--- src/design/operand_shift_pkg.sv ---
/*
  shared types and constants of the operand shifter unit.
  assumes a single core clock domain and a 32-bit datapath.
*/
`default_nettype none
package operand_shift_pkg;
  localparam int WORD_W = 32;
  localparam int LEN_W = 8;
  localparam int IMM_W = 12;
  localparam logic [WORD_W-1:0] OPERAND_RST = 32'h0000_0000;
  localparam logic CARRY_RST = 1'b0;
  localparam logic [LEN_W-1:0] LEN_ZERO = 8'h00;
  localparam logic [LEN_W-1:0] LEN_WORD = 8'h20;
  localparam logic [LEN_W-1:0] LEN_BEYOND_WORD = 8'h21;
  // immediate field layout: [11:10] form, [9:8] replicate pattern, [11:7] rotate amount
  localparam int IMM_FORM_HI = 11;
  localparam int IMM_FORM_LO = 10;
  localparam int IMM_PAT_HI = 9;
  localparam int IMM_PAT_LO = 8;
  localparam int IMM_ROT_LO = 7;
  localparam logic [1:0] IMM_FORM_REPLICATE = 2'h0;
  localparam logic [1:0] IMM_PAT_PLAIN = 2'h0;
  localparam logic [1:0] IMM_PAT_EVEN_BYTES = 2'h1;
  localparam logic [1:0] IMM_PAT_ODD_BYTES = 2'h2;
  localparam logic [1:0] IMM_PAT_ALL_BYTES = 2'h3;

  typedef enum logic [2:0] {
    KIND_NONE,
    KIND_LOGICAL_SHIFT_LEFT,
    KIND_LOGICAL_SHIFT_RIGHT,
    KIND_ARITH_SHIFT_RIGHT,
    KIND_ROTATE_RIGHT,
    KIND_ROTATE_RIGHT_EXTEND
  } shift_kind_type;
endpackage : operand_shift_pkg
`default_nettype wire

--- src/design/shift_bus_if.sv ---
/*
  carrier between the operand shifter top and its barrel shift core.
  assumes both ends sit in the same clock domain; all signals are combinational.
*/
`default_nettype none
interface shift_bus_if;
  import operand_shift_pkg::*;
  shift_kind_type kind;
  logic [LEN_W-1:0] length;
  logic [WORD_W-1:0] source;
  logic carry_in;
  logic [WORD_W-1:0] result;
  logic carry_out;
  logic carry_changes;
  modport requester_end (output kind, output length, output source, output carry_in,
                         input result, input carry_out, input carry_changes);
  modport shifter_end (input kind, input length, input source, input carry_in,
                       output result, output carry_out, output carry_changes);
endinterface : shift_bus_if
`default_nettype wire

--- src/design/barrel_shift_core.sv ---
/*
  combinational barrel shifter for the register form of the second operand.
  assumes the requester holds its inputs stable for the cycle it samples the result.
*/
`default_nettype none
module barrel_shift_core
  import operand_shift_pkg::*;
(
  shift_bus_if.shifter_end bus
);
  // wide shifts let oversize lengths fall out naturally as zero or sign fill
  logic [2*WORD_W-1:0] left_wide;
  logic [WORD_W:0] right_wide;
  logic signed [WORD_W:0] arith_wide;
  logic [2*WORD_W-1:0] rot_wide;
  logic [4:0] rot_amount;
  logic zero_len;

  assign left_wide = {32'h0000_0000, bus.source} << bus.length;
  assign right_wide = {bus.source, 1'b0} >> bus.length;
  assign arith_wide = $signed({bus.source, 1'b0}) >>> bus.length;
  assign rot_amount = bus.length[4:0];
  assign rot_wide = {bus.source, bus.source} >> rot_amount;
  assign zero_len = (bus.length == LEN_ZERO);

  always_comb begin
    bus.result = bus.source;
    bus.carry_out = bus.carry_in;
    bus.carry_changes = 1'b0;
    case (bus.kind)
      KIND_LOGICAL_SHIFT_LEFT: begin
        bus.result = zero_len ? bus.source : left_wide[WORD_W-1:0];
        bus.carry_out = zero_len ? bus.carry_in : left_wide[WORD_W];
        bus.carry_changes = !zero_len;
      end
      KIND_LOGICAL_SHIFT_RIGHT: begin
        bus.result = right_wide[WORD_W:1];
        bus.carry_out = zero_len ? bus.carry_in : right_wide[0];
        bus.carry_changes = !zero_len;
      end
      KIND_ARITH_SHIFT_RIGHT: begin
        bus.result = arith_wide[WORD_W:1];
        bus.carry_out = zero_len ? bus.carry_in : arith_wide[0];
        bus.carry_changes = !zero_len;
      end
      KIND_ROTATE_RIGHT: begin
        bus.result = rot_wide[WORD_W-1:0];
        bus.carry_out = zero_len ? bus.carry_in : rot_wide[WORD_W-1];
        bus.carry_changes = !zero_len;
      end
      KIND_ROTATE_RIGHT_EXTEND: begin
        bus.result = {bus.carry_in, bus.source[WORD_W-1:1]};
        bus.carry_out = bus.source[0];
        bus.carry_changes = 1'b1;
      end
      default: begin
        bus.result = bus.source;
        bus.carry_out = bus.carry_in;
        bus.carry_changes = 1'b0;
      end
    endcase
  end
endmodule : barrel_shift_core
`default_nettype wire

--- src/design/operand_shifter_unit.sv ---
/*
  flexible second operand unit: decodes an immediate field or shifts a source
  register, and returns the operand with the shifter carry one cycle later.
  assumes the execute stage presents one request per valid cycle and applies
  carry_out to its flag only when carry_update is high.
*/
// Functional notes
// - accept any byte shifted within word (code forces the byte's bit 7 high and rotates right by 8 to 31 only)
// - produce replicated byte immediate patterns
// - shifted immediate above 255 sets carry to its bit 31
// - support all five shift kinds and lengths
// - no shift passes source unaltered
// - shift result delivered, source never written
// - zero length shift keeps carry
// - arithmetic right fills with sign bit
// - arithmetic right carry is bit n-1
// - arithmetic right 32 plus gives sign
// - logical right zero fill, carry bit n-1
// - logical left carry bit 32-n
// - rotate right wraps, 32 keeps source
// - extend rotate inserts carry at top
`default_nettype none
module operand_shifter_unit
  import operand_shift_pkg::*;
(
  input wire logic ref_clk,
  input wire logic nrst,
  input wire logic op_valid,
  input wire logic use_immediate,
  input wire logic flag_setting_logical,
  input wire logic [IMM_W-1:0] immediate_field,
  input wire shift_kind_type shift_kind,
  input wire logic [LEN_W-1:0] shift_length,
  input wire logic [WORD_W-1:0] shift_source_register,
  input wire logic carry_in,
  output logic [WORD_W-1:0] flexible_second_operand,
  output logic carry_out,
  output logic carry_update,
  output logic operand_valid
);
  // ----------------------------------------
  // immediate decode
  // ----------------------------------------
  logic [7:0] imm_byte;
  logic [1:0] imm_form;
  logic [1:0] imm_pattern;
  logic [4:0] imm_rot;
  logic imm_is_shifted;
  logic [2*WORD_W-1:0] imm_rot_wide;
  logic [WORD_W-1:0] imm_shifted_value;
  logic [WORD_W-1:0] imm_replicated_value;
  logic [WORD_W-1:0] imm_value;

  assign imm_byte = immediate_field[7:0];
  assign imm_form = immediate_field[IMM_FORM_HI:IMM_FORM_LO];
  assign imm_pattern = immediate_field[IMM_PAT_HI:IMM_PAT_LO];
  assign imm_rot = immediate_field[IMM_FORM_HI:IMM_ROT_LO];
  assign imm_is_shifted = (imm_form != IMM_FORM_REPLICATE);
  assign imm_rot_wide = {24'h00_0000, 1'b1, imm_byte[6:0], 24'h00_0000, 1'b1, imm_byte[6:0]} >> imm_rot;
  assign imm_shifted_value = imm_rot_wide[WORD_W-1:0];
  assign imm_replicated_value =
    (imm_pattern == IMM_PAT_EVEN_BYTES) ? {8'h00, imm_byte, 8'h00, imm_byte} :
    (imm_pattern == IMM_PAT_ODD_BYTES) ? {imm_byte, 8'h00, imm_byte, 8'h00} :
    (imm_pattern == IMM_PAT_ALL_BYTES) ? {imm_byte, imm_byte, imm_byte, imm_byte} :
    {24'h00_0000, imm_byte};
  assign imm_value = imm_is_shifted ? imm_shifted_value : imm_replicated_value;

  // ----------------------------------------
  // register shifter
  // ----------------------------------------
  shift_bus_if shift_bus ();
  assign shift_bus.kind = shift_kind;
  assign shift_bus.length = shift_length;
  assign shift_bus.source = shift_source_register;
  assign shift_bus.carry_in = carry_in;

  barrel_shift_core shift_core (
    .bus(shift_bus)
  );

  // ----------------------------------------
  // operand and carry selection
  // ----------------------------------------
  logic [WORD_W-1:0] operand_next;
  logic carry_changes;
  logic carry_update_next;
  logic carry_out_next;
  logic [WORD_W-1:0] operand_reg;
  logic carry_out_reg;
  logic carry_update_reg;
  logic operand_valid_reg;

  // result is a copy, source stays untouched
  assign operand_next = use_immediate ? imm_value : shift_bus.result;
  // only shifted immediates move carry; these are always above 255
  assign carry_changes = use_immediate ? imm_is_shifted : shift_bus.carry_changes;
  assign carry_update_next = op_valid && flag_setting_logical && carry_changes;
  // incoming carry passes when not updated
  assign carry_out_next = !carry_update_next ? carry_in :
                          use_immediate ? imm_value[WORD_W-1] : shift_bus.carry_out;

  always_ff @(posedge ref_clk) begin
    if (!nrst) begin
      operand_reg <= OPERAND_RST;
      carry_out_reg <= CARRY_RST;
      carry_update_reg <= 1'b0;
      operand_valid_reg <= 1'b0;
    end else begin
      operand_reg <= operand_next;
      carry_out_reg <= carry_out_next;
      carry_update_reg <= carry_update_next;
      operand_valid_reg <= op_valid;
    end
  end

  assign flexible_second_operand = operand_reg;
  assign carry_out = carry_out_reg;
  assign carry_update = carry_update_reg;
  assign operand_valid = operand_valid_reg;

  // ----------------------------------------
  // checks
  // ----------------------------------------
  logic reg_req;
  logic flag_req;
  logic [4:0] left_ref_idx;
  assign reg_req = op_valid && !use_immediate;
  assign flag_req = reg_req && flag_setting_logical;
  assign left_ref_idx = 5'(6'h20 - {1'b0, shift_length[4:0]});

  AST_IMM_ALL_BYTES: assert property (@(posedge ref_clk) disable iff (!nrst)
    op_valid && use_immediate && immediate_field[11:8] == 4'h3 |=>
      operand_valid && flexible_second_operand == {4{$past(immediate_field[7:0])}})
    else $error("replicated immediate wrong");

  AST_IMM_CARRY: assert property (@(posedge ref_clk) disable iff (!nrst)
    op_valid && use_immediate && flag_setting_logical |=>
      (carry_update == $past(imm_is_shifted)) &&
      (carry_update ? (carry_out == flexible_second_operand[31] && flexible_second_operand > 32'h0000_00FF)
                    : carry_out == $past(carry_in)))
    else $error("immediate carry wrong");

  AST_PASS_THROUGH: assert property (@(posedge ref_clk) disable iff (!nrst)
    reg_req && (shift_kind == KIND_NONE || shift_length == LEN_ZERO) && shift_kind != KIND_ROTATE_RIGHT_EXTEND |=>
      flexible_second_operand == $past(shift_source_register) && !carry_update)
    else $error("unshifted operand altered");

  AST_ZERO_LEN_CARRY: assert property (@(posedge ref_clk) disable iff (!nrst)
    flag_req && shift_length == LEN_ZERO && shift_kind != KIND_ROTATE_RIGHT_EXTEND |=>
      carry_out == $past(carry_in))
    else $error("zero length changed carry");

  AST_ARITH_BIG: assert property (@(posedge ref_clk) disable iff (!nrst)
    flag_req && shift_kind == KIND_ARITH_SHIFT_RIGHT && shift_length >= LEN_WORD |=>
      flexible_second_operand == {32{$past(shift_source_register[31])}} &&
      carry_update && carry_out == $past(shift_source_register[31]))
    else $error("arith shift beyond word wrong");

  AST_RIGHT_BEYOND: assert property (@(posedge ref_clk) disable iff (!nrst)
    flag_req && shift_kind == KIND_LOGICAL_SHIFT_RIGHT && shift_length >= LEN_BEYOND_WORD |=>
      flexible_second_operand == 32'h0000_0000 && carry_update && !carry_out)
    else $error("logical right beyond word wrong");

  AST_LEFT_CARRY: assert property (@(posedge ref_clk) disable iff (!nrst)
    flag_req && shift_kind == KIND_LOGICAL_SHIFT_LEFT && shift_length != LEN_ZERO && shift_length < LEN_WORD |=>
      carry_out == $past(shift_source_register[left_ref_idx]) && flexible_second_operand[0] == 1'b0)
    else $error("logical left carry wrong");

  AST_ROT_WORD: assert property (@(posedge ref_clk) disable iff (!nrst)
    flag_req && shift_kind == KIND_ROTATE_RIGHT && shift_length == LEN_WORD |=>
      flexible_second_operand == $past(shift_source_register) && carry_out == $past(shift_source_register[31]))
    else $error("rotate by word wrong");

  AST_EXTEND: assert property (@(posedge ref_clk) disable iff (!nrst)
    flag_req && shift_kind == KIND_ROTATE_RIGHT_EXTEND |=>
      flexible_second_operand == {$past(carry_in), $past(shift_source_register[31:1])} &&
      carry_out == $past(shift_source_register[0]))
    else $error("extend rotate wrong");

  AST_QUALIFIER: assert property (@(posedge ref_clk) disable iff (!nrst)
    !(op_valid && flag_setting_logical) |=> !carry_update && carry_out == $past(carry_in))
    else $error("carry moved without qualifier");
endmodule : operand_shifter_unit
`default_nettype wire

--- config.mk ---
export PLATFORM = sky130hd
export DESIGN_NAME = operand_shifter_unit
export DESIGN_NICKNAME = d
export VERILOG_FILES = /design/src/design/operand_shift_pkg.sv /design/src/design/shift_bus_if.sv /design/src/design/barrel_shift_core.sv /design/src/design/operand_shifter_unit.sv
export SDC_FILE = /design/constraint.sdc
export NUM_CORES = 1
export LEC_CHECK = 0
export ABC_CLOCK_PERIOD_IN_PS = 2900
export BUFFER_PORTS_ARGS = -buffer_cell sky130_fd_sc_hd__buf_2
export CORE_MARGIN = 2
export CORE_UTILIZATION = 25
export CTS_CLUSTER_SIZE = 12
export DETAILED_ROUTE_END_ITERATION = 7
export SKIP_CTS_REPAIR_TIMING = 1
export SLEW_MARGIN = 30
export SYNTH_ARGS = -nofsm -noshare
export SYNTH_HDL_FRONTEND = slang
export SYNTH_SLANG_ARGS = --single-unit
--- constraint.sdc ---
create_clock -name ref_clk -period 2.9 [get_ports ref_clk]
set_input_delay 0.145 -clock ref_clk [delete_from_list [all_inputs] [get_ports ref_clk]]
set_output_delay 0.145 -clock ref_clk [all_outputs]
set_load 0.005 [all_outputs]
# Word-level counts from Yosys, hierarchy flattened

Cells that the tools add are included.
W data, S select, Z words.

Bits in registers: 35
Word-level logic and storage cells: 39

Equal/unequal tests: 8
Shifts and indexed selects: 5
Multiplexer cells: 16
Reduce and logical (&&, ||, !) cells: 6

Operators with widths:

| cell                 | number |
|---|---|
| $mux W32             | 6 |
| $pmux W32 S5         | 1 |
| $shr A64 B5 Y32      | 1 |
| $shr A40 B5 Y32      | 1 |
| $shl A32 B8 Y33      | 1 |
| $shr A33 B8 Y33      | 1 |
| $sshr A33 B8 Y33     | 1 |
| $logic_not A8 Y1     | 1 |
| $mux W1              | 7 |
| $eq A3 B2 Y1 const B | 2 |
| $eq A3 B3 Y1 const B | 2 |
| $pmux W1 S5          | 1 |
| $eq A2 B2 Y1 const B | 2 |
| $reduce_or A4 Y1     | 1 |
| $eq A3 B1 Y1 const B | 1 |
| $eq A2 B1 Y1 const B | 1 |
| $logic_and A1 B1 Y1  | 2 |
| $pmux W1 S2          | 1 |
| $reduce_bool A2 Y1   | 1 |
| $logic_not A1 Y1     | 1 |

# Logic depth before layout (Yosys ltp)

Gate-level depths: netlist (run 1).

Depth in word-level cells: 7
Depth in mapped cells: 12
Gate-level depth less buffers: 7

# Hierarchy

From an unflattened synthesis (run 1), not the netlist that was laid out.

Cells, all modules: 1206
Area total of the unflattened synthesis: 9601.7 µm²

Modules (own cells, without submodules):

| module               | instances | cells each | area an instance (µm²) | seq. area each (µm²) |
|---|---|---|---|---|
| barrel_shift_core    | 1         | 939        | 7464.7                 | 0.0 |
| operand_shifter_unit | 1         | 267        | 2137.0                 | 700.7 |

# Worst setup path before layout (run 1)

No wires, ideal clock.

Kind: input port to flip-flop
From: input shift_length[3]
To: register operand_reg[18], in the netlist flexible_second_operand[18]
Setup time: 0.125 ns
Data arrival time: 1.945 ns
Path slack: 0.830 ns
Stages: 9
Cells stage by stage: buf_2 buf_2 mux2_2 mux4_2 nand2_1 nand2_1 a221o_1 a21oi_1 a31oi_1

Cells in the longest elaborated chain, start to end: 4
Elaborated cells between the ends (all ways): 8
Those cells by class: shift: 4; mux: 3; reduce/logical: 1

Ends and longest elaborated chain:

| what                                                | RTL line                                         | RTL |
|---|---|---|
| start, declared                                     | operand_shifter_unit.sv:33                       | `input wire logic [LEN_W-1:0] shift_length,` |
| $shl A32 B8 Y33 or $logic_not A8 Y1 (tied branches) | barrel_shift_core.sv:19, barrel_shift_core.sv:24 |  |
| $mux W32                                            | barrel_shift_core.sv:32                          | `bus.result = zero_len ? bus.source : left_wide[WORD_W-1:0];` |
| $pmux W32 S5 *                                      | barrel_shift_core.sv:30                          | `case (bus.kind)` |
| $mux W32 *                                          | operand_shifter_unit.sv:94                       | `assign operand_next = use_immediate ? imm_value : shift_bus.result;` |
| end signal, assigned                                | operand_shifter_unit.sv:109                      | `operand_reg <= operand_next;` |
| end, declared                                       | operand_shifter_unit.sv:88                       | `logic [WORD_W-1:0] operand_reg;` |

Mark *: on every way between the ends. The rest lies on a longest branch, timed or not.
A chain may end at the register's enable or synchronous reset.

# Final worst setup path (run 1)

From: input shift_length[1]
To: register carry_out_reg, in the netlist carry_out

Cells in the longest elaborated chain, start to end: 6
Elaborated cells between the ends (all ways): 16
Those cells by class: shift: 4; mux: 9; reduce/logical: 3

Ends and longest elaborated chain:

| what                                                     | RTL line                    | RTL |
|---|---|---|
| branches (longest 5 deep; another with $sshr A33 B8 Y33) | n/a                         |  |
| $mux W1 *                                                | operand_shifter_unit.sv:99  | `assign carry_out_next = !carry_update_next ? carry_in :` |
| end signal, assigned                                     | operand_shifter_unit.sv:110 | `carry_out_reg <= carry_out_next;` |
| end, declared                                            | operand_shifter_unit.sv:89  | `logic carry_out_reg;` |

Every way passes the cells marked *.

==> run summary, run 1 <==
share of the yosys chip area belonging to registers: 7.87%
TritonCTS Buffers: 5
Core Area: 35300 um2
die width: 193 um
Post-synth EDFFs: 0
initial antenna violation count: 2
Worst path slowest cell: o41ai_1
Synth top cells by count: nand2_1 (157), nor2_1 (111), mux2i_1 (87), a21oi_1 (79), clkbuf_1 (78)
unrepaired setup endpoints after global routing: no
slowest stage delay, CP: 670 ps
number of global-route vias before repair: 11.3k
Worst EP arrival: 2850 ps
Synth area leader: mux4_2
H-tree depth: 2
crit path capture type: flip-flop
min cycle time layout: 2690 ps
DR DRC count: 0
Unique masters post-synth: 87
outcome: complete, no violations
die height: 193 um
CP max FO: 23
Min-Delay Path Class: in -> reg
layout cells sized above 1: 29.6%
Iteration-0 DRC Markers: 1981
Worst-Margin Slew: 1130 ps
number of max-cap violations: 0
critical-path cell list: buf_4 -> buf_4 -> mux2i_1 -> a22o_1 -> a221o_1 -> o21a_1 -> o22ai_1 -> o41ai_1 -> a31oi_1
gr ovfl total: 0
clock sinks: 35
kind of cell adding the most delay to the critical path: compound AO/OA/AOI/OAI gates
Final HPWL DP: 49800 um
row count: 69
final hold vios: 0
Slew Viols, Final: 0
DRT Pass-1 Iters: 5
Routed Antenna Nets: 0
first-pass GRT wire length: 88100 um
Hold Slack: 75.2 ps
NumNets Final: 1417
Placed Area: 10600 um2
via count: 12.1k
WP data required: 3070 ps
Starting Density: 25.2%
fin crit share: 92.6%
Syn Inst Count: 1225
Finished Core Util: 30.6%
CTS tree: yes
Syn Nets: 1286
Max clock buf depth: 2
Mean Syn Cell Area: 7.27 um2
Max-Slew Margin vs Limit: 23.6%
static leakage: 4.17 nW
largest net degree at the start of global routing: 42
Post-Syn Area: 8900 um2
total track usage: 33.8%
Worst-path clk slew: 60 ps
Ys Warns: 0
synthesized flop and latch total: 35
Port Buffer Count: 95
root buffer cell: clkbuf_16
Synth Flop Type: dfxtp_1
Final Setup Violations: 0
Crit Path Category: in -> reg
WP buf/inv: 2
I/O pin count: 96
Async SR Flop Fraction: 0%
via/cell ratio: 6.68
top-count cell post-synth: nand2_1
die area: 37100 um2
cell area after layout: 10800 um2
routed wire length: 63400 um
main area contributors after synthesis: mux4_2 (10%), mux2i_1 (9.8%), dfxtp_1 (7.9%)
Area Overhead vs Synth: 21.5%
CP most frequent cell: buf_4
Wirelength per Cell: 34.8 um
max frequency: 0.372 GHz
CP startpoint kind: input pin
Synth top area share: 10.1%
max reg flops: 32
fillcell total: 3840
peak supply drop: 0.190 mV
PD cells: 299 nW/um2
gpl congestion: 1.06
kinds of logic after synthesis:
group           synth area share, %
compound gates                 35.1
simple gates                   20.9
mux                            27.2
buf+inv                        8.88
flops                          7.87
metal layers:
metal / wire, um / GRT usage, % / vias up
li1: - / - / 5018
met1: 26000 / 46.3 / 5899
met2: 26100 / 49.0 / 1026
met3: 7060 / 6.73 / 202
met4: 4230 / 19.0 / 2
met5: 13 / 0 / -
layout make-up:
cell class	instances	area (um2)	area share, %
antenna	1	2.50	0.0231
clock buffer	5	125	1.16
clock inverter	3	43.8	0.405
inverter	13	48.8	0.451
multi-input combinational	1031	7420	68.6
sequential	35	701	6.47
tap	461	577	5.33
timing repair buffer	270	1900	17.6
worst paths after layout:
check | start | to | slack [ps] | depth (start not counted)
worst max-delay path | shift_length[1] | carry_out | 210 | 9
worst min-delay path | op_valid | operand_valid | 80 | 2
cell usage in the layout (no fill, tap or decap), types with 30 or more instances in the layout:
cell	netlist	layout
nand2_1	157	157
mux2_2	51	51
a21oi_1	79	79
mux4_2	40	40
nor2_1	111	111
o211ai_1	35	35
buf_4	13	171
nand3_1	30	30
mux2i_1	87	87
o21ai_0	70	70
buf_2	40	91
dfxtp_1	35	35
power breakdown:
| group | internal, mW | leakage [nW] | total (mW) | switching [mW] |
|---|---|---|---|---|
| clock network | 0.406 | 0.0838 | 0.664 | 0.257 |
| registers | 0.519 | 0.290 | 0.533 | 0.0138 |
| logic | 0.714 | 3.79 | 2.04 | 1.33 |
metrics by stage:
| step | TNS, ps | setup slack (ps) | power, mW | instances |
|---|---|---|---|---|
| after floorplan | 0 | 830 | 1.61 | 1225 |
| after global placement | -2.10 | -2.10 | 2.50 | 1810 |
| after detailed placement | 0 | 62.7 | 2.48 | 1810 |
| after CTS | 0 | 365 | 3.14 | 1818 |
| after global routing | 0 | 117 | 3.32 | 1818 |
| final | 0 | 214 | 3.24 | 1819 |
Note: power is estimated with default switching activity, not from simulation.
==> run 2: changes to the inputs <==
- CORE_UTILIZATION: 25 -> 39
- HOLD_SLACK_MARGIN: default -> 0.02
==> run summary, run 2 (synthesized netlist as in run 1, its figures left out) <==
Worst path slowest cell: o41ai_1
Clk network pwr share: 18.2%
crit path capture type: flip-flop
Gate power share: 64.2%
Wirelength per Cell: 35.8 um
Worst-path clk slew: 70 ps
Worst EP arrival: 2700 ps
register area: 701 um2
Inst Count DP: 1593
kind of cell adding the most delay to the critical path: compound AO/OA/AOI/OAI gates
clock sinks: 35
unrepaired setup endpoints after global routing: no
min cycle time layout: 2550 ps
gpl congestion: 1.11
Crit Path Category: in -> reg
Max-Slew Margin vs Limit: 38.2%
total track usage: 46.7%
Routed Antenna Nets: 0
TritonCTS Buffers: 5
static leakage: 3.93 nW
max frequency: 0.393 GHz
Hold Slack: 91.2 ps
Placed Area: 10100 um2
Worst-Margin Slew: 918 ps
Worst Setup EP: carry_out
root buffer cell: clkbuf_16
Seq pwr share: 17.6%
number of max-cap violations: 0
PD cells: 295 nW/um2
H-tree depth: 2
most frequent cells in the layout: nand2_1 (157), buf_4 (132), nor2_1 (111)
Switching Fraction: 50.0%
hold path cells: 2
Port Buffer Count: 95
post-route insts no fill: 1601
WP data required: 3050 ps
setup TNS: 0 ps
Internal Power: 1.51 mW
Pwr Total: 3.01 mW
initial antenna violation count: 3
CP max FO: 30
DRT Pass-1 Iters: 7
critical-path cell list: buf_4 -> buf_4 -> mux2i_1 -> a22o_1 -> a221o_1 -> o21a_1 -> o22ai_1 -> o41ai_1 -> a31oi_1
outcome: complete, no violations
Final HPWL DP: 43500 um
Critical Path Start: shift_length[1]
NumNets Final: 1376
die area: 24100 um2
Place WS: 155 ps
die width: 155 um
first-pass GRT wire length: 81500 um
number of global-route vias before repair: 11.2k
slowest stage delay, CP: 440 ps
Multi-input gate area: 7420 um2
fillcell total: 2325
DR DRC count: 0
NetSw: 1.51 mW
peak supply drop: 0.258 mV
via count: 12.1k
gr ovfl total: 0
largest net degree at the start of global routing: 37
CTS tree: yes
Area Overhead vs Synth: 14.9%
layout cells sized above 1: 27.2%
Max clock buf depth: 2
Iteration-0 DRC Markers: 1965
WP depth: 9
most common cell after layout, fill and taps aside: nand2_1
Slew Viols, Final: 0
CP most frequent cell: buf_4
I/O pin count: 96
Final Setup Violations: 0
fin crit share: 87.8%
Min-Delay Path Class: in -> reg
WP buf/inv: 2
row count: 55
cell area after layout: 10200 um2
via/cell ratio: 7.54
routed wire length: 57400 um
number of diodes: 0
die height: 155 um
Finished Core Util: 45.5%
post-route setup slack: 352 ps
CP startpoint kind: input pin
Starting Density: 39.6%
max reg flops: 32
Core Area: 22500 um2
final hold vios: 0
run 2: per-layer routing:
metal	vias to the layer above	wire length [um]	track usage [%]
li1	4939	-	-
met1	5707	21800	61.1
met2	1133	22800	66.7
met3	293	7560	12.5
met4	4	5100	32.5
met5	-	30	0
run 2: how the worst min path moves through the flow:
stage	start	to	slack (ps)
finish	op_valid	operand_valid	90
global route	op_valid	operand_valid	100
CTS	op_valid	operand_valid	90
detailed placement	op_valid	operand_valid	390
global placement	op_valid	operand_valid	380
floorplan	op_valid	operand_valid	270
run 2: final cells by class:
class / count / share of cell area, %
sequential: 35 / 6.85
tap: 285 / 3.49
clock buffer: 7 / 1.30
multi-input combinational: 1031 / 72.5
timing repair buffer: 229 / 15.3
clock inverter: 1 / 0.0489
inverter: 13 / 0.477
run 2: power groups by stage:
stage | Combinational [mW] | Sequential, mW | Clock [mW]
floorplan | 1.07 | 0.544 | 0
global placement | 1.82 | 0.541 | 0
detailed placement | 1.81 | 0.541 | 0
CTS | 1.82 | 0.530 | 0.543
global route | 1.98 | 0.534 | 0.565
finish | 1.93 | 0.530 | 0.550
==> run 3: changes to the inputs <==
- ABC_CLOCK_PERIOD_IN_PS: 2900 -> 3300
- MAX_ROUTING_LAYER: default -> met4
- clock period: 2.9 -> 3.3 ns (I/O delays scaled with it)
==> run summary, run 3 (synthesized netlist as in run 1, its figures left out) <==
outcome: complete, no violations
root buffer cell: clkbuf_16
CP startpoint kind: input pin
DR DRC count: 0
Clk network pwr share: 18.7%
kind of cell adding the most delay to the critical path: buffers and inverters
TritonCTS Buffers: 5
Internal Power: 1.30 mW
post-route setup slack: 489 ps
Wirelength per Cell: 36.0 um
I/O pin count: 96
critical-path cell list: buf_4 -> buf_4 -> buf_4 -> mux4_2 -> mux2_2 -> mux2i_1 -> buf_4 -> and2_1 -> o21ai_0 -> nor2_1 -> o22ai_1
WHS Endpoint: operand_valid
hold path cells: 2
fin crit share: 85.2%
die area: 24100 um2
peak supply drop: 0.166 mV
max frequency: 0.356 GHz
initial antenna violation count: 1
Core Area: 22500 um2
layout cells sized above 1: 26.0%
final hold vios: 0
Seq pwr share: 17.8%
NetSw: 1.32 mW
setup TNS: 0 ps
max reg flops: 32
PD cells: 261 nW/um2
gpl congestion: 1.15
Worst EP arrival: 2990 ps
Starting Density: 39.6%
Final Setup Violations: 0
hold path startpoint: op_valid
total track usage: 47.4%
WP depth: 11
most common cell after layout, fill and taps aside: nand2_1
min cycle time layout: 2810 ps
unrepaired setup endpoints after global routing: no
number of global-route vias before repair: 11.1k
WP buf/inv: 4
Inst Count DP: 1571
row count: 55
Worst-Margin Slew: 841 ps
die width: 155 um
Crit Path Category: in -> reg
Min-Delay Path Class: in -> reg
clock sinks: 35
CTS tree: yes
Final HPWL DP: 42700 um
via/cell ratio: 7.61
Port Buffer Count: 95
Routed Antenna Nets: 0
die height: 155 um
WP data required: 3480 ps
CP most frequent cell: buf_4
first-pass GRT wire length: 80400 um
most frequent cells in the layout: nand2_1 (157), buf_4 (114), nor2_1 (111)
NumNets Final: 1354
Slew Viols, Final: 0
via count: 12.0k
number of max-cap violations: 0
gr ovfl total: 0
Pwr Total: 2.62 mW
Max-Slew Margin vs Limit: 43.7%
CP max FO: 44
Worst path slowest cell: mux4_2
Iteration-0 DRC Markers: 1944
static leakage: 3.81 nW
Place WS: 213 ps
crit path capture type: flip-flop
Gate power share: 63.5%
Switching Fraction: 50.4%
Max clock buf depth: 2
largest net degree at the start of global routing: 45
Worst-path clk slew: 70 ps
routed wire length: 56800 um
DRT Pass-1 Iters: 8
post-route insts no fill: 1580
Area Overhead vs Synth: 12.5%
H-tree depth: 2
slowest stage delay, CP: 500 ps
==> run 3: power by group through the flow <==
stage | Clock, mW | Combinational, mW | Sequential, mW
floorplan | 0 | 0.938 | 0.478
global placement | 0 | 1.57 | 0.475
detailed placement | 0 | 1.56 | 0.475
CTS | 0.488 | 1.57 | 0.466
global route | 0.504 | 1.70 | 0.469
finish | 0.489 | 1.66 | 0.466
==> run 3: final cells by class <==
class                   count  area, um2
diodes                      1       2.50
clock buffers               6        129
clock inverters             2       12.5
fillers                  2377      12500
inverters                  13       48.8
multi-input cells        1031       7420
flip-flops and latches     35        701
well taps                 285        357
repair buffers            207       1350
==> run 3: worst max path at each step <==
stage / start / to / slack (ps)
after detailed placement: shift_length[1] / flexible_second_operand[1] / 210
after CTS: shift_length[1] / flexible_second_operand[1] / 520
after floorplan: shift_length[3] / flexible_second_operand[18] / 1210
final: shift_length[1] / flexible_second_operand[1] / 490
after global placement: shift_length[1] / flexible_second_operand[1] / 220
after global routing: shift_length[1] / flexible_second_operand[1] / 360
==> run 3: layer usage <==
metal | routed length, um | vias to the layer above | global-route usage, %
li1 | - | 4895 | -
met1 | 21600 | 5725 | 59.6
met2 | 22800 | 1118 | 66.4
met3 | 7740 | 292 | 13.5
met4 | 4720 | 0 | 30.2
met5 | 0 | - | -
==> run 3: per-stage QoR <==
stage / hold slack (ps) / utilization, % / area, um2
after CTS: 101 / 44.5 / 10000
after detailed placement: 401 / 43.9 / 9880
final: 98.9 / 44.5 / 10000
after global routing: 102 / 44.5 / 10000
after floorplan: 287 / - / 8900
after global placement: 403 / 43.9 / 9880
